===== config.mk =====
export PLATFORM = sky130hd
export DESIGN_NAME = reset_nmi_pin_control
export DESIGN_NICKNAME = d
export VERILOG_FILES = /design/src/rtl/reset_nmi_pkg.sv /design/src/rtl/reset_nmi_pin_control.sv /design/src/rtl/pin_sync.sv /design/src/rtl/spike_filter.sv
export VERILOG_INCLUDE_DIRS = /design/src /design/src/rtl
export SDC_FILE = /design/constraint.sdc
export NUM_CORES = 1
export LEC_CHECK = 0
export BUFFER_PORTS_ARGS = -buffer_cell sky130_fd_sc_hd__buf_2
export CORE_MARGIN = 2
export CORE_UTILIZATION = 35
export DETAILED_ROUTE_END_ITERATION = 16
export HOLD_SLACK_MARGIN = 0.05
export SLEW_MARGIN = 0
export SYNTH_ARGS = -nofsm -noshare
export SYNTH_HDL_FRONTEND = slang
export SYNTH_SLANG_ARGS = --single-unit

===== constraint.sdc =====
create_clock -name aclk -period 5.4 [get_ports aclk]
set_input_delay 0.27 -clock aclk [delete_from_list [all_inputs] [get_ports aclk]]
set_output_delay 0.27 -clock aclk [all_outputs]
set_load 0.1 [all_outputs]

===== src/rtl/reset_nmi_defines.svh =====
// Offsets, field positions, reset values and timing counts for the reset and NMI pin block
`ifndef RESET_NMI_DEFINES_SVH
`define RESET_NMI_DEFINES_SVH

`define CLK_PERIOD_NS 100
`define SPIKE_MIN_NS 10
`define SPIKE_PASS_NS 100
// Longest ignored pulse rounds down, but never below one cycle
`define SPIKE_MIN_CYC ((`SPIKE_MIN_NS / `CLK_PERIOD_NS) < 1 ? 1 : (`SPIKE_MIN_NS / `CLK_PERIOD_NS))
// Passed pulse rounds up
`define SPIKE_PASS_CYC ((`SPIKE_PASS_NS + `CLK_PERIOD_NS - 1) / `CLK_PERIOD_NS)
`define RESET_SEQ_CYC 16

`define NMI_TRAP_NUMBER 8'h02
`define NMI_TRAP_VECTOR 24'h000008
`define RESET_TRAP_NUMBER 8'h00
`define RESET_TRAP_VECTOR 24'h000000

`define ADDR_CTRL 8'h00
`define ADDR_STATUS 8'h04
`define ADDR_IRQ_STATUS 8'h08
`define ADDR_IRQ_MASK 8'h0c

`define CTRL_BIDIR_BIT 0
`define CTRL_SWRST_BIT 1
`define CTRL_WDTRST_BIT 2
`define CTRL_END_OF_INIT_INSTR_BIT 3
`define CTRL_POWER_DOWN_INSTR_BIT 4
`define CTRL_NMIACK_BIT 5

`define ST_IN_RESET_BIT 0
`define ST_INIT_DONE_BIT 1
`define ST_POWER_DOWN_BIT 2
`define ST_NMI_PEND_BIT 3
`define ST_OWD_EN_BIT 4
`define ST_LONG_HW_BIT 5
`define ST_BIDIR_BIT 6

`define IRQ_NMI_BIT 0
`define IRQ_HWRST_BIT 1
`define IRQ_POWER_DOWN_INSTR_BIT 2
`define IRQ_POWER_DOWN_INSTR_IGN_BIT 3
`define IRQ_WIDTH 4

`define RESP_OKAY 2'b00
`define RESP_SLVERR 2'b10
`endif


===== src/rtl/reset_nmi_pkg.sv =====
// Types shared by the reset and NMI pin block
package reset_nmi_pkg;
    typedef enum logic [1:0] {
        seq_idle,
        seq_run,
        seq_wait_end_of_init_instr
    } seq_state_t;

    typedef enum logic [1:0] {
        cause_none,
        cause_hw,
        cause_sw,
        cause_wdt
    } reset_cause_t;
endpackage : reset_nmi_pkg


===== src/rtl/reset_nmi_pin_control.sv =====
// Reset input, reset indication, NMI edge and power-down gating with AXI4-Lite registers
//
// Function
// - Low reset pin with oscillator running resets.
// - Filter drops short lows, passes long lows.
// - Bidirectional mode drives reset pin low during sequence.
// - Reset indication low during any reset.
// - Reset indication stays low until end-of-init.
// - NMI falling edge outside core reset requests NMI trap.
// - Power-down entered only with NMI low.
// - Power-down ignored while NMI high.
// - Bidirectional bit locked after end-of-init, reset clears.
// - Bidirectional mode stretches short reset, reports long.
// - NMI trap number 02, vector 0008; resets 00. Here trap_number stays 02 and the vector 0008 at all times, also during reset.
//
// The register addresses and the AXI4-Lite slave port were decided locally.
`timescale 1ns/1ns
`include "reset_nmi_defines.svh"
module reset_nmi_pin_control (
    // Clock and reset
    input wire logic aclk,
    input wire logic aresetn,
    // AXI4-Lite write address
    input wire logic [7:0] s_axi_awaddr,
    input wire logic s_axi_awvalid,
    output logic s_axi_awready,
    // AXI4-Lite write data
    input wire logic [31:0] s_axi_wdata,
    input wire logic [3:0] s_axi_wstrb,
    input wire logic s_axi_wvalid,
    output logic s_axi_wready,
    // AXI4-Lite write response
    output logic [1:0] s_axi_bresp,
    output logic s_axi_bvalid,
    input wire logic s_axi_bready,
    // AXI4-Lite read address
    input wire logic [7:0] s_axi_araddr,
    input wire logic s_axi_arvalid,
    output logic s_axi_arready,
    // AXI4-Lite read data
    output logic [31:0] s_axi_rdata,
    output logic [1:0] s_axi_rresp,
    output logic s_axi_rvalid,
    input wire logic s_axi_rready,
    // Reset pin, open drain
    input wire logic reset_in_pin,
    output logic reset_in_pin_out,
    output logic reset_in_pin_oe,
    // Other pins
    output logic reset_indication_out,
    input wire logic nmi_pin,
    input wire logic osc_watchdog_enable_pin,
    input wire logic osc_running,
    // Core side
    output logic core_reset,
    output logic power_down,
    output logic osc_watchdog_en,
    output logic nmi_trap_req,
    output logic [7:0] trap_number,
    output logic [23:0] nmi_trap_vector,
    output logic irq
);
    import reset_nmi_pkg::*;

    typedef struct packed {
        logic awready;
        logic wready;
        logic bvalid;
        logic [1:0] bresp;
        logic aw_got;
        logic w_got;
        logic [7:0] awaddr;
        logic [31:0] wdata;
        logic [3:0] wstrb;
        logic arready;
        logic rvalid;
        logic [31:0] rdata;
        logic [1:0] rresp;
        seq_state_t seq;
        reset_cause_t cause;
        logic [7:0] seq_count;
        logic bidir_reset_enable;
        logic init_done;
        logic long_hw;
        logic power_down;
        logic nmi_prev;
        logic nmi_pend;
        logic owd_en;
        logic pin_oe;
        logic ind;
        logic core_reset;
        logic [`IRQ_WIDTH-1:0] irq_status;
        logic [`IRQ_WIDTH-1:0] irq_mask;
        logic irq;
    } ctl_state_t;

    ctl_state_t s;
    ctl_state_t next_s;
    logic rst_sync;
    logic rst_level;
    logic nmi_level;
    logic owe_level;
    logic osc_level;

    pin_sync u_rst_sync (
        .aclk(aclk),
        .aresetn(aresetn),
        .pin(reset_in_pin),
        .level(rst_sync)
    );
    spike_filter u_rst_filter (
        .aclk(aclk),
        .aresetn(aresetn),
        .level_in(rst_sync),
        .level_out(rst_level)
    );
    pin_sync u_nmi_sync (
        .aclk(aclk),
        .aresetn(aresetn),
        .pin(nmi_pin),
        .level(nmi_level)
    );
    pin_sync u_owe_sync (
        .aclk(aclk),
        .aresetn(aresetn),
        .pin(osc_watchdog_enable_pin),
        .level(owe_level)
    );
    pin_sync u_osc_sync (
        .aclk(aclk),
        .aresetn(aresetn),
        .pin(osc_running),
        .level(osc_level)
    );

    logic wr_fire;
    logic [31:0] wmask;
    logic [31:0] wr_val;
    logic ev_sw;
    logic ev_wdt;
    logic ev_end_of_init_instr;
    logic ev_power_down_instr;
    logic ev_ack;
    logic hw_req;
    logic [`IRQ_WIDTH-1:0] irq_set;
    logic [31:0] status_word;

    always_comb begin
        next_s = s;
        wmask = {{8{s.wstrb[3]}}, {8{s.wstrb[2]}}, {8{s.wstrb[1]}}, {8{s.wstrb[0]}}};
        wr_val = s.wdata & wmask;
        wr_fire = s.aw_got && s.w_got && !s.bvalid;
        ev_sw = 1'b0;
        ev_wdt = 1'b0;
        ev_end_of_init_instr = 1'b0;
        ev_power_down_instr = 1'b0;
        ev_ack = 1'b0;
        irq_set = '0;
        hw_req = !rst_level && osc_level;

        // Write channel capture, either order
        next_s.awready = !s.aw_got && !s.bvalid;
        next_s.wready = !s.w_got && !s.bvalid;
        if (s_axi_awvalid && s.awready) begin
            next_s.aw_got = 1'b1;
            next_s.awaddr = s_axi_awaddr;
            next_s.awready = 1'b0;
        end
        if (s_axi_wvalid && s.wready) begin
            next_s.w_got = 1'b1;
            next_s.wdata = s_axi_wdata;
            next_s.wstrb = s_axi_wstrb;
            next_s.wready = 1'b0;
        end
        if (wr_fire) begin
            next_s.aw_got = 1'b0;
            next_s.w_got = 1'b0;
            next_s.bvalid = 1'b1;
            next_s.bresp = `RESP_OKAY;
            unique case ({s.awaddr[7:2], 2'b00})
                `ADDR_CTRL: begin
                    // Lock after end-of-init
                    if (!s.init_done && s.wstrb[0]) begin
                        next_s.bidir_reset_enable = s.wdata[`CTRL_BIDIR_BIT];
                    end
                    ev_sw = wr_val[`CTRL_SWRST_BIT];
                    ev_wdt = wr_val[`CTRL_WDTRST_BIT];
                    ev_end_of_init_instr = wr_val[`CTRL_END_OF_INIT_INSTR_BIT];
                    ev_power_down_instr = wr_val[`CTRL_POWER_DOWN_INSTR_BIT];
                    ev_ack = wr_val[`CTRL_NMIACK_BIT];
                end
                `ADDR_STATUS: ;
                `ADDR_IRQ_STATUS: next_s.irq_status = s.irq_status & ~wr_val[`IRQ_WIDTH-1:0];
                `ADDR_IRQ_MASK: begin
                    if (s.wstrb[0]) begin
                        next_s.irq_mask = s.wdata[`IRQ_WIDTH-1:0];
                    end
                end
                default: next_s.bresp = `RESP_SLVERR;
            endcase
        end
        if (s.bvalid && s_axi_bready) begin
            next_s.bvalid = 1'b0;
        end

        // Reset sequencer
        unique case (s.seq)
            // A new cause restarts the sequence, even before end-of-init
            seq_idle, seq_wait_end_of_init_instr: begin
                if (hw_req || ev_sw || ev_wdt) begin
                    next_s.seq = seq_run;
                    next_s.seq_count = 8'h00;
                    next_s.cause = hw_req ? cause_hw : (ev_sw ? cause_sw : cause_wdt);
                    next_s.pin_oe = s.bidir_reset_enable;
                    next_s.long_hw = s.bidir_reset_enable;
                    next_s.ind = 1'b0;
                    next_s.core_reset = 1'b1;
                    next_s.init_done = 1'b0;
                    next_s.power_down = 1'b0;
                    if (hw_req) begin
                        irq_set[`IRQ_HWRST_BIT] = 1'b1;
                    end
                end else if (s.seq == seq_wait_end_of_init_instr && ev_end_of_init_instr) begin
                    next_s.seq = seq_idle;
                    next_s.ind = 1'b1;
                    next_s.init_done = 1'b1;
                end
            end
            seq_run: begin
                // Full length runs even if the pin rises early
                if (s.seq_count < 8'(`RESET_SEQ_CYC - 1)) begin
                    next_s.seq_count = s.seq_count + 8'h01;
                end else if (s.pin_oe) begin
                    // Own drive ends first, so its echo through the filter is not a new reset
                    next_s.pin_oe = 1'b0;
                end else if (!hw_req) begin
                    next_s.seq = seq_wait_end_of_init_instr;
                    next_s.core_reset = 1'b0;
                    next_s.bidir_reset_enable = 1'b0;
                end
            end
            default: next_s.seq = seq_idle;
        endcase

        // Power-down gated on NMI level
        if (ev_power_down_instr && s.seq == seq_idle) begin
            if (!nmi_level) begin
                next_s.power_down = 1'b1;
                irq_set[`IRQ_POWER_DOWN_INSTR_BIT] = 1'b1;
            end else begin
                irq_set[`IRQ_POWER_DOWN_INSTR_IGN_BIT] = 1'b1;
            end
        end

        // NMI falling edge, pending until ack; set wins
        next_s.nmi_prev = nmi_level;
        if (ev_ack) begin
            next_s.nmi_pend = 1'b0;
        end
        if (s.nmi_prev && !nmi_level && !s.core_reset) begin
            next_s.nmi_pend = 1'b1;
            next_s.power_down = 1'b0;
            irq_set[`IRQ_NMI_BIT] = 1'b1;
        end

        next_s.owd_en = owe_level;
        next_s.irq_status = next_s.irq_status | irq_set;
        next_s.irq = |(next_s.irq_status & s.irq_mask);

        // Read channel
        status_word = '0;
        status_word[`ST_IN_RESET_BIT] = s.core_reset;
        status_word[`ST_INIT_DONE_BIT] = s.init_done;
        status_word[`ST_POWER_DOWN_BIT] = s.power_down;
        status_word[`ST_NMI_PEND_BIT] = s.nmi_pend;
        status_word[`ST_OWD_EN_BIT] = s.owd_en;
        status_word[`ST_LONG_HW_BIT] = s.long_hw;
        status_word[`ST_BIDIR_BIT] = s.bidir_reset_enable;
        next_s.arready = !s.rvalid && !s.arready;
        if (s_axi_arvalid && s.arready) begin
            next_s.arready = 1'b0;
            next_s.rvalid = 1'b1;
            next_s.rresp = `RESP_OKAY;
            unique case ({s_axi_araddr[7:2], 2'b00})
                `ADDR_CTRL: next_s.rdata = {31'h0, s.bidir_reset_enable};
                `ADDR_STATUS: next_s.rdata = status_word;
                `ADDR_IRQ_STATUS: next_s.rdata = {28'h0, s.irq_status};
                `ADDR_IRQ_MASK: next_s.rdata = {28'h0, s.irq_mask};
                default: begin
                    next_s.rdata = 32'h0;
                    next_s.rresp = `RESP_SLVERR;
                end
            endcase
        end
        if (s.rvalid && s_axi_rready) begin
            next_s.rvalid = 1'b0;
        end
    end

    always_ff @(posedge aclk) begin
        if (!aresetn) begin
            s <= '0;
            s.ind <= 1'b0;
            s.owd_en <= 1'b1;
            s.nmi_prev <= 1'b1;
            s.core_reset <= 1'b1;
            // Power-on runs the full sequence, or the core would stay in reset
            s.seq <= seq_run;
        end else begin
            s <= next_s;
        end
    end

    assign s_axi_awready = s.awready;
    assign s_axi_wready = s.wready;
    assign s_axi_bvalid = s.bvalid;
    assign s_axi_bresp = s.bresp;
    assign s_axi_arready = s.arready;
    assign s_axi_rvalid = s.rvalid;
    assign s_axi_rdata = s.rdata;
    assign s_axi_rresp = s.rresp;
    assign reset_in_pin_out = 1'b0;
    assign reset_in_pin_oe = s.pin_oe;
    assign reset_indication_out = s.ind;
    assign core_reset = s.core_reset;
    assign power_down = s.power_down;
    assign osc_watchdog_en = s.owd_en;
    assign nmi_trap_req = s.nmi_pend;
    // Fixed trap codes
    assign trap_number = `NMI_TRAP_NUMBER;
    assign nmi_trap_vector = `NMI_TRAP_VECTOR;
    assign irq = s.irq;
endmodule : reset_nmi_pin_control


===== src/rtl/pin_sync.sv =====
// Three-stage pin synchroniser that accepts a level once stages two and three agree
`timescale 1ns/1ns
module pin_sync (
    // Clock and reset
    input wire logic aclk,
    input wire logic aresetn,
    // Pin
    input wire logic pin,
    output logic level
);
    typedef struct packed {
        logic [2:0] stage;
        logic level;
    } sync_state_t;

    sync_state_t s;
    sync_state_t next_s;

    always_comb begin
        next_s = s;
        next_s.stage = {s.stage[1:0], pin};
        if (s.stage[1] == s.stage[2]) begin
            next_s.level = s.stage[2];
        end
    end

    always_ff @(posedge aclk) begin
        if (!aresetn) begin
            s <= '{stage: 3'h7, level: 1'b1};
        end else begin
            s <= next_s;
        end
    end

    assign level = s.level;
endmodule : pin_sync


===== src/rtl/spike_filter.sv =====
// Low-pulse filter: a low no longer than the pass count is dropped
`timescale 1ns/1ns
`include "reset_nmi_defines.svh"
module spike_filter (
    // Clock and reset
    input wire logic aclk,
    input wire logic aresetn,
    // Synchronised level in, filtered level out
    input wire logic level_in,
    output logic level_out
);
    typedef struct packed {
        logic [7:0] low_count;
        logic level;
    } filt_state_t;

    filt_state_t s;
    filt_state_t next_s;

    always_comb begin
        next_s = s;
        if (level_in) begin
            next_s.low_count = 8'h00;
            next_s.level = 1'b1;
        end else if (s.low_count < 8'(`SPIKE_PASS_CYC)) begin
            next_s.low_count = s.low_count + 8'h01;
        end else begin
            next_s.level = 1'b0;
        end
    end

    always_ff @(posedge aclk) begin
        if (!aresetn) begin
            s <= '{low_count: 8'h00, level: 1'b1};
        end else begin
            s <= next_s;
        end
    end

    assign level_out = s.level;
endmodule : spike_filter


* Yosys cells after proc, flatten, opt, wreduce, memory -nomap -nowiden
Index checks and enable logic that the tools add are counted.
Word-level totals: bits in registers 111, bits of input ports 63, output and inout bits 81
Cells by class: add/sub/neg operators 2, order comparisons 2, equal/unequal tests 18, muxes and demuxes 56, bitwise gates (word level) 6, reduce and logical (&&, ||, !) cells 52
Operators by type and width (number):
- $mux 1 | 37
- $pmux 7 s4 | 1
- $eq 6x2->1 const B | 4
- $mux 8 | 3
- $reduce_or 2->1 | 9
- $add 8x1->8 const B | 2
- $logic_and 1x1->1 | 16
- $mux 2 | 8
- $pmux 8 s2 | 1
- $eq 6x1->1 const B | 2
- $logic_not 6->1 | 2
- $mux 4 | 3
- $reduce_or 4->1 | 3
- $ne 2x2->1 const B | 5
- $logic_not 1->1 | 9
- $reduce_and 3->1 | 3
- $and 4x4->4 | 2
- $lt 8x1->1 const B | 1
- $lt 8x4->1 const B | 1
- $and 6x6->6 | 1
- $reduce_bool 2->1 | 3
- $reduce_and 5->1 | 1
- $eq 1x1->1 | 4
- $not 4->4 | 1
- 11 further kinds | 14

* Depth between registers and ports, before layout
Gate-level depths: netlist (run 1).
depth after elaboration 10, mapped depth 6, mapped depth without buffers 6

* Modules after synthesis
Synthesis (run 1) repeated with hierarchy kept, for this count alone.
Unflattened totals: cell total of the unflattened synthesis 410, area, all modules 3696.0 um^2
By module, submodules not included:
- reset_nmi_pin_control | times used 1, cells each 337, area an instance 2902.8 um^2, sequential area each 1141.1 um^2
- pin_sync | times used 4, cells each 10, area an instance 112.6 um^2, sequential area each 80.1 um^2
- spike_filter | times used 1, cells each 33, area an instance 342.8 um^2, sequential area each 180.2 um^2

* Worst setup path after synthesis (run 1)
No wires, ideal clock.
kind register -> register, start register s (netlist bit s_axi_bvalid), end register s (netlist bit irq), data arrival time 1.991 ns, slack 3.290 ns, cell stages (with the launch flop) 6, path buffers 0, clock period less this slack 2.110 ns, cells stage by stage dfxtp_1 -> nand4b_4 -> nor2_1 -> and3_1 -> a21o_1 -> a211o_1
Between the ends: longest elaborated chain between the ends 10, elaborated cells between the ends (all ways) 15
Ends and longest elaborated chain:
- from (decl) | line reset_nmi_pin_control.sv:97 | ctl_state_t s;
- from (signal assigned) | line reset_nmi_pin_control.sv:310 | s <= next_s;
- $logic_not 1->1 (*) | line reset_nmi_pin_control.sv:152 | wr_fire = s.aw_got && s.w_got && !s.bvalid;
- $logic_and 1x1->1 (*) | line reset_nmi_pin_control.sv:152
- $mux 1 | line reset_nmi_pin_control.sv:175 | if (wr_fire) begin
- $logic_or 1x1->1 (2 in a row) | line reset_nmi_pin_control.sv:210 | if (hw_req || ev_sw || ev_wdt) begin
- $mux 1 | line reset_nmi_pin_control.sv:210
- $mux 1 | line reset_nmi_pin_control.sv:207 | unique case (s.seq)
- $or 4x4->4 (*) | line reset_nmi_pin_control.sv:267 | next_s.irq_status = next_s.irq_status | irq_set;
- $and 4x4->4 (*) | line reset_nmi_pin_control.sv:268 | next_s.irq = |(next_s.irq_status & s.irq_mask);
- $reduce_or 4->1 (*) | line reset_nmi_pin_control.sv:268
Every way passes the cells marked *; elsewhere a longest branch is shown, timed or not. A chain may end at the register's enable or synchronous reset.

* Final worst setup path (run 1)
start register s[107] (netlist bit), end register s (netlist bit irq)
Between the ends: longest elaborated chain between the ends 10, elaborated cells between the ends (all ways) 19
Ends and longest elaborated chain:
- $logic_not 6->1 | line reset_nmi_pin_control.sv:180 | unique case ({s.awaddr[7:2], 2'b00})
- $mux 1 | line reset_nmi_pin_control.sv:180
- $mux 1 | line reset_nmi_pin_control.sv:175
- $logic_or 1x1->1 (2 in a row) | line reset_nmi_pin_control.sv:210
- $mux 1 | line reset_nmi_pin_control.sv:210
- $mux 1 | line reset_nmi_pin_control.sv:207
- $or 4x4->4 (*) | line reset_nmi_pin_control.sv:267
- $and 4x4->4 (*) | line reset_nmi_pin_control.sv:268
- $reduce_or 4->1 (*) | line reset_nmi_pin_control.sv:268
Marked as above.

==> results of run 1 <==
[sequential cells by signal, summed over array words and instances (netlist names), 2 cells and up]
name	cells
s	36
s_axi_rdata	7
u_nmi_sync.next_s	2
u_osc_sync.next_s	2
u_owe_sync.next_s	2
u_rst_filter.s	8
u_rst_sync.next_s	2
[final cells by class]
cell class | instances | area, µm²
repair buffers | 50 | 250.2
flip-flops and latches | 82 | 1642
multi-input cells | 292 | 1638
fillers | 1052 | 6326
inverters | 8 | 30.03
clock buffers | 11 | 131.4
clock inverters | 3 | 90.09
well taps | 136 | 170.2
[metal layers]
metal,GRT usage (%),vias to the layer above
met2,19.23,95
met5,0,-
li1,-,1314
met3,4.169,2
met4,4.082,0
met1,15.50,1175
[logic make-up (layout without fill, tap and decap cells)]
kind of cell	count (synthesis)	count (layout)	synth area share, %
and+or+nand+nor	150	150	21.31
AOI/OAI and AO/OA	61	61	10.74
adders and majority gates	3	3	1.020
buffers and inverters	88	72	16.83
muxes	15	15	4.589
xor gates and xnor gates	3	3	0.7139
other	2	60	0.2040
DFF	82	82	44.60
[per-stage QoR]
stage          hold slack [ns]  instance area (µm²)  total power, W  util [%]  setup slack [ns]
5_1_grt                0.09918                 3951        0.001447     38.45             3.270
3_3_place_gp            0.3888                 3730       0.0009079     36.29             3.287
3_5_place_dp            0.3918                 3730       0.0009102     36.29             3.262
4_1_cts                0.09556                 3951        0.001408     38.45             3.382
6_report                0.1068                 3951        0.001399     38.45             3.381
2_1_floorplan           0.3715                 3899       0.0009224         -             3.290
[path summary, 6_finish.rpt]
kind / endpoint / slack (ns) / cells past startpoint
setup reg to reg: irq / 3.38 / 5
setup / recovery: irq / 3.38 / 5
hold / removal: u_osc_sync.next_s[2] / 0.11 / 2
hold reg to reg: u_rst_sync.next_s[3] / 0.41 / 1
[worst register-to-register path, stage by stage (launching register included)]
cell,delay [ns]
dfxtp_1,0.31
or4_4,0.58
or2_4,0.32
o31ai_2,0.29
o22ai_1,0.13
a211o_1,0.27
[power groups by stage]
stage	clock network, W	registers (W)	logic, W
floorplan	0	0.000664	0.000259
global placement	0	0.000648	0.000260
detailed placement	0	0.000649	0.000261
CTS	0.000512	0.000635	0.000262
global route	0.000538	0.000637	0.000272
finish	0.000503	0.000635	0.000261
[cell usage after synthesis (all sizes together)]
library cell  instances  area [µm²]
dfxtp                82        1642
nor3                  3       20.02
nor3b                 1       7.510
nand2                48       180.2
ha                    3       37.54
a32oi                 1       8.760
or2                   3       21.28
mux2i                 9       90.09
o31ai                 5       66.32
inv                   8       30.03
nor2b                 3       18.77
conb                  2       7.510
buf                  73       534.3
a22o                  4       35.03
a21oi                33       165.2
mux2                  5       56.30
mux4                  1       22.52
xnor2                 1       8.760
nand4                 4       25.02
nor2                 35       131.4
or4                   4       33.78
a211o                 1       8.760
nand3                 9       45.04
a22oi                 4       30.03
bufbuf                1       32.53
nand2b               15       93.84
o22ai                 2       12.51
xor2                  2       17.52
o21ai                 6       30.02
and2                 11       68.82
a211oi                2       15.01
a21o                  1       7.510
or3                   1       6.260
clkbuf                6       22.52
a41oi                 1       8.760
nand4b                1       23.77
a21boi                1       7.510
nor4b                 1       8.760
or4b                  1       10.01
nor4                  5       58.80
and3                  5       31.28
==> results.cfg, run 1 <==
[floorplan]
dieArea_um2 = 11350
rows = 37
die_h_um = 106.6
core-area_um2 = 10280
initial_core_util_pct = 35.82
die_w_um = 106.6
io-pin-count = 144

[critical_path]
r2r_start = s[107]
crit_family = simple AND/OR/NAND/NOR gates
cp.required_ns = 5.61
path_buf_inv = 0
max_stage_delay_ns = 0.58
worstPathCellList = or4_4 > or2_4 > o31ai_2 > o22ai_1 > a211o_1
crit_path_start_kind = flip-flop
worst_ep_arrival_time_ns = 2.23
critPathKind = reg -> reg
crit_path_start = s[107]
crit_fanout = 5
setup.worst_path.end_class = flip-flop
crit_path_top_delay_cell = or4_4

[clock_tree]
cts_tree = done
max-clock-path-buffers = 2
clk_latency_ns = 0.34
postCtsHoldBufs = 0
cts_max_level = 3
postCtsSetupBuffers = 0
cts.reportedPaths.clkPinSlew_ns = 0.08
cts_resized = 0
cts_buffers = 9
cts_root_buffer = clkbuf_8
cts_sinks = 82

[sta]
rsz0062_at_grt = no
setup_viol = 0
worst_pin_slew_ns = 0.7814
fin_crit_ns = 2.019
relSlewSlack_pct = 47.83
hold_viol_final = 0
period_share_pct = 37.39
maxSlewViolCount = 0
clock_skew_ns = 0.008853
fin_tns_setup_ns = 0
clock.fmax_ghz = 0.4953

[route]
wl_met3_um = 521
drt_first_pass_iters = 4
drtAntennaViolNets = 0
wire_per_inst_um = 11.47
drtIter0Drc = 80
drc = 0
via_per_inst = 4.443
drt-met1-wl_um = 3153
vias = 2586
met2WireLength_um = 2965
highest_layer = met4
wl_um = 6675

[pwr]
pwr-share-seq_pct = 45.4
power_switching_w = 0.0004515
p_sw_share_pct = 32.29
ir_drop_v = 0.0001765
leakage_nw = 1.742
powerDensity_nw_per_um2 = 353.9
comb_power_share_pct = 18.7
power.internal_w = 0.0009470
clock_power_share_pct = 35.9

[placement]
place_hpwl_um = 4943
port_buffers = 50
gp_congestion = 0.8899
dp_cells = 568

[global_routing]
track_usage_pct = 12.16
overflow = 0
grt_pass1_vias = 2318
grt_pass1_wl_um = 11030
antenna_found_initial = 0
grt_max_degree = 47

[yosys]
synthCells = 404
yosysWarnings = 0
syn_area_um2 = 3681
syn_avg_cell_area_um2 = 9.111
ys_seq_area_share_pct = 44.60
synth_seq_cells = 82
ys_types = 53

[finish]
layout.nets = 509
drive_gt1_share_pct = 18.16
final_cells = 582
final_common_cell = dfxtp_1
mostFrequentLayoutCells = dfxtp_1 (82), conb_1 (60), buf_2 (50)
antennaDiodeCount = 0
syn2layout_area_growth_pct = 7.342

[run_status]
status = complete, no violations

[hold_path]
worstHoldStart = osc_running
min_path_type = in -> reg

[job]
max-cap-violations = 0
No activity file was read; power rests on OpenSTA's default activity.
==> run 2, diff against run 1 <==
clock period = 2 ns   (was 5.4 ns; I/O delays follow)
==> run 2 against run 1 <==
Compared with the run above:
- setup slack worse by 3.3 ns
- sequential cell count unchanged
- utilization rose by 2.2 points
- critical path depth is the same
- cell area up 5.8%
- clock skew grew 0.0023 ns
- combinational power rose to 2.8 times the previous value
- critical endpoint is now s[18]
- largest cell class is now multi-input combinational cells
- largest power group unchanged
- highest routed layer unchanged
==> results.cfg, run 2 (synthesis gave the netlist of run 1 again) <==
[run_status]
status = complete, no violations

[pwr]
p_sw_share_pct = 32.55
power_switching_w = 0.001221
power.internal_w = 0.002531
powerDensity_nw_per_um2 = 897.7
ir_drop_v = 0.0003985
leakage_nw = 1.836
comb_power_share_pct = 19.6
clock_power_share_pct = 34.7
pwr-share-seq_pct = 45.7

[critical_path]
critPathKind = reg -> reg
crit_path_top_delay_cell = or4_4
reg2reg_to = s[18]
crit_family = simple AND/OR/NAND/NOR gates
reg2reg_slack_ns = 0.07
cp.required_ns = 2.23
crit_path_start_kind = flip-flop
worst_ep_arrival_time_ns = 2.16
rr_worst_depth = 5
r2r_start = s[109]
crit_fanout = 5
max_stage_delay_ns = 0.58
setup.worst_path.end_class = flip-flop
worstPathCellList = or4_4 > or4_1 > nor2_1 > mux2i_1 > nor3_2
path_buf_inv = 0

[global_routing]
grt_pass1_wl_um = 11100
overflow = 0
grt_max_degree = 45
antenna_found_initial = 0
track_usage_pct = 12.32
grt_pass1_vias = 2358

[route]
drtIter0Drc = 79
wl_um = 6918
drc = 0
drt_first_pass_iters = 4
drtAntennaViolNets = 0
via_per_inst = 4.376
wire_per_inst_um = 11.45
vias = 2643

[floorplan]
io-pin-count = 144
initial_core_util_pct = 35.82
core-area_um2 = 10280
die_h_um = 106.6
rows = 37
die_w_um = 106.6
dieArea_um2 = 11350

[finish]
final_common_cell = dfxtp_1
largest_register = s
drive_gt1_share_pct = 19.02
antennaDiodeCount = 0
layout.nets = 530
stdcell_area_um2 = 4180
largest_reg_flops = 36
nFillCells = 1040
mostFrequentLayoutCells = dfxtp_1 (80), conb_1 (60), buf_2 (50)
syn2layout_area_growth_pct = 13.56

[clock_tree]
max-clock-path-buffers = 2
cts_root_buffer = clkbuf_8
postCtsSetupBuffers = 0
clk_latency_ns = 0.35
cts_max_level = 3
cts_buffers = 9
cts_tree = done
cts.reportedPaths.clkPinSlew_ns = 0.08
cts_sinks = 82

[job]
max-cap-violations = 0

[placement]
port_buffers = 50
place_hpwl_um = 4999
gp_congestion = 0.8741
place_area_um2 = 3755

[sta]
fin_crit_ns = 1.930
setup_viol = 0
worst_pin_slew_ns = 0.5796
hold_viol_final = 0
relSlewSlack_pct = 61.31
fin_tns_setup_ns = 0
maxSlewViolCount = 0
clock.fmax_ghz = 0.5181
clock_skew_ns = 0.01120
rsz0062_at_grt = no
period_share_pct = 96.51

[hold_path]
worstHoldStart = s_axi_arvalid
holdPathEnd = s_axi_rdata[5]
worstHoldPathCells = 3
min_path_type = in -> reg
run 2: cell type report:
type	count	area, µm²	share of cell area (%)
multi-input cells	292	1664	39.81
flip-flops and latches	82	1644	39.33
repair buffers	71	452.9	10.84
well taps	136	170.2	4.071
clock buffers	13	158.9	3.801
clock inverters	2	60.06	1.437
inverters	8	30.03	0.7183
run 2: power groups by stage:
stage	registers, W	logic (W)	clock network (W)
after global routing	0.00172	0.000765	0.00141
after floorplan	0.00179	0.000699	0
after global placement	0.00175	0.000704	0
after CTS	0.00171	0.000734	0.00135
after detailed placement	0.00175	0.000708	0
final	0.00171	0.000735	0.00130
run 2: layer usage:
metal  routed length [µm]  track usage, %
met2                 3106           19.18
met3                  458           4.047
met5                    0               0
met4                  119           5.009
met1                 3233           15.73
run 2: through the flow:
step / setup slack [ns] / cells / utilization [%] / total power (W) / hold slack (ns)
finish: 0.06979 / 604 / 40.67 / 0.003753 / 0.07673
floorplan: 0.09605 / 462 / - / 0.002491 / 0.2015
detailed placement: 0.03245 / 571 / 36.54 / 0.002459 / 0.2837
global placement: 0.05032 / 571 / 36.54 / 0.002454 / 0.2792
global route: 0.004795 / 604 / 40.67 / 0.003892 / 0.06511
CTS: 0.01251 / 604 / 40.42 / 0.003796 / 0.05935
run 2: how the worst max path moves through the flow:
stage                        from             end  slack (ns)  depth (start not counted)
floorplan           s_axi_arready  s_axi_rdata[0]         0.1                          4
global placement           s[107]             irq        0.05                          5
detailed placement         s[107]             irq        0.03                          5
CTS                        s[107]             irq        0.01                          5
global route               s[109]             irq       0.005                          5
finish                     s[109]           s[18]        0.07                          5
run 2: worst reg2reg max path, stage by stage (launching register included):
cell and delay (ns):
dfxtp_1 0.31, or4_4 0.58, or4_1 0.52, nor2_1 0.14, mux2i_1 0.22, nor3_2 0.05
run 2: timing repair:
item / CTS / global route
hold endpoints to repair: 18 / 0
hold buffers: 18 / 0
resized for setup: 0 / 4
setup endpoints to repair: 0 / 3
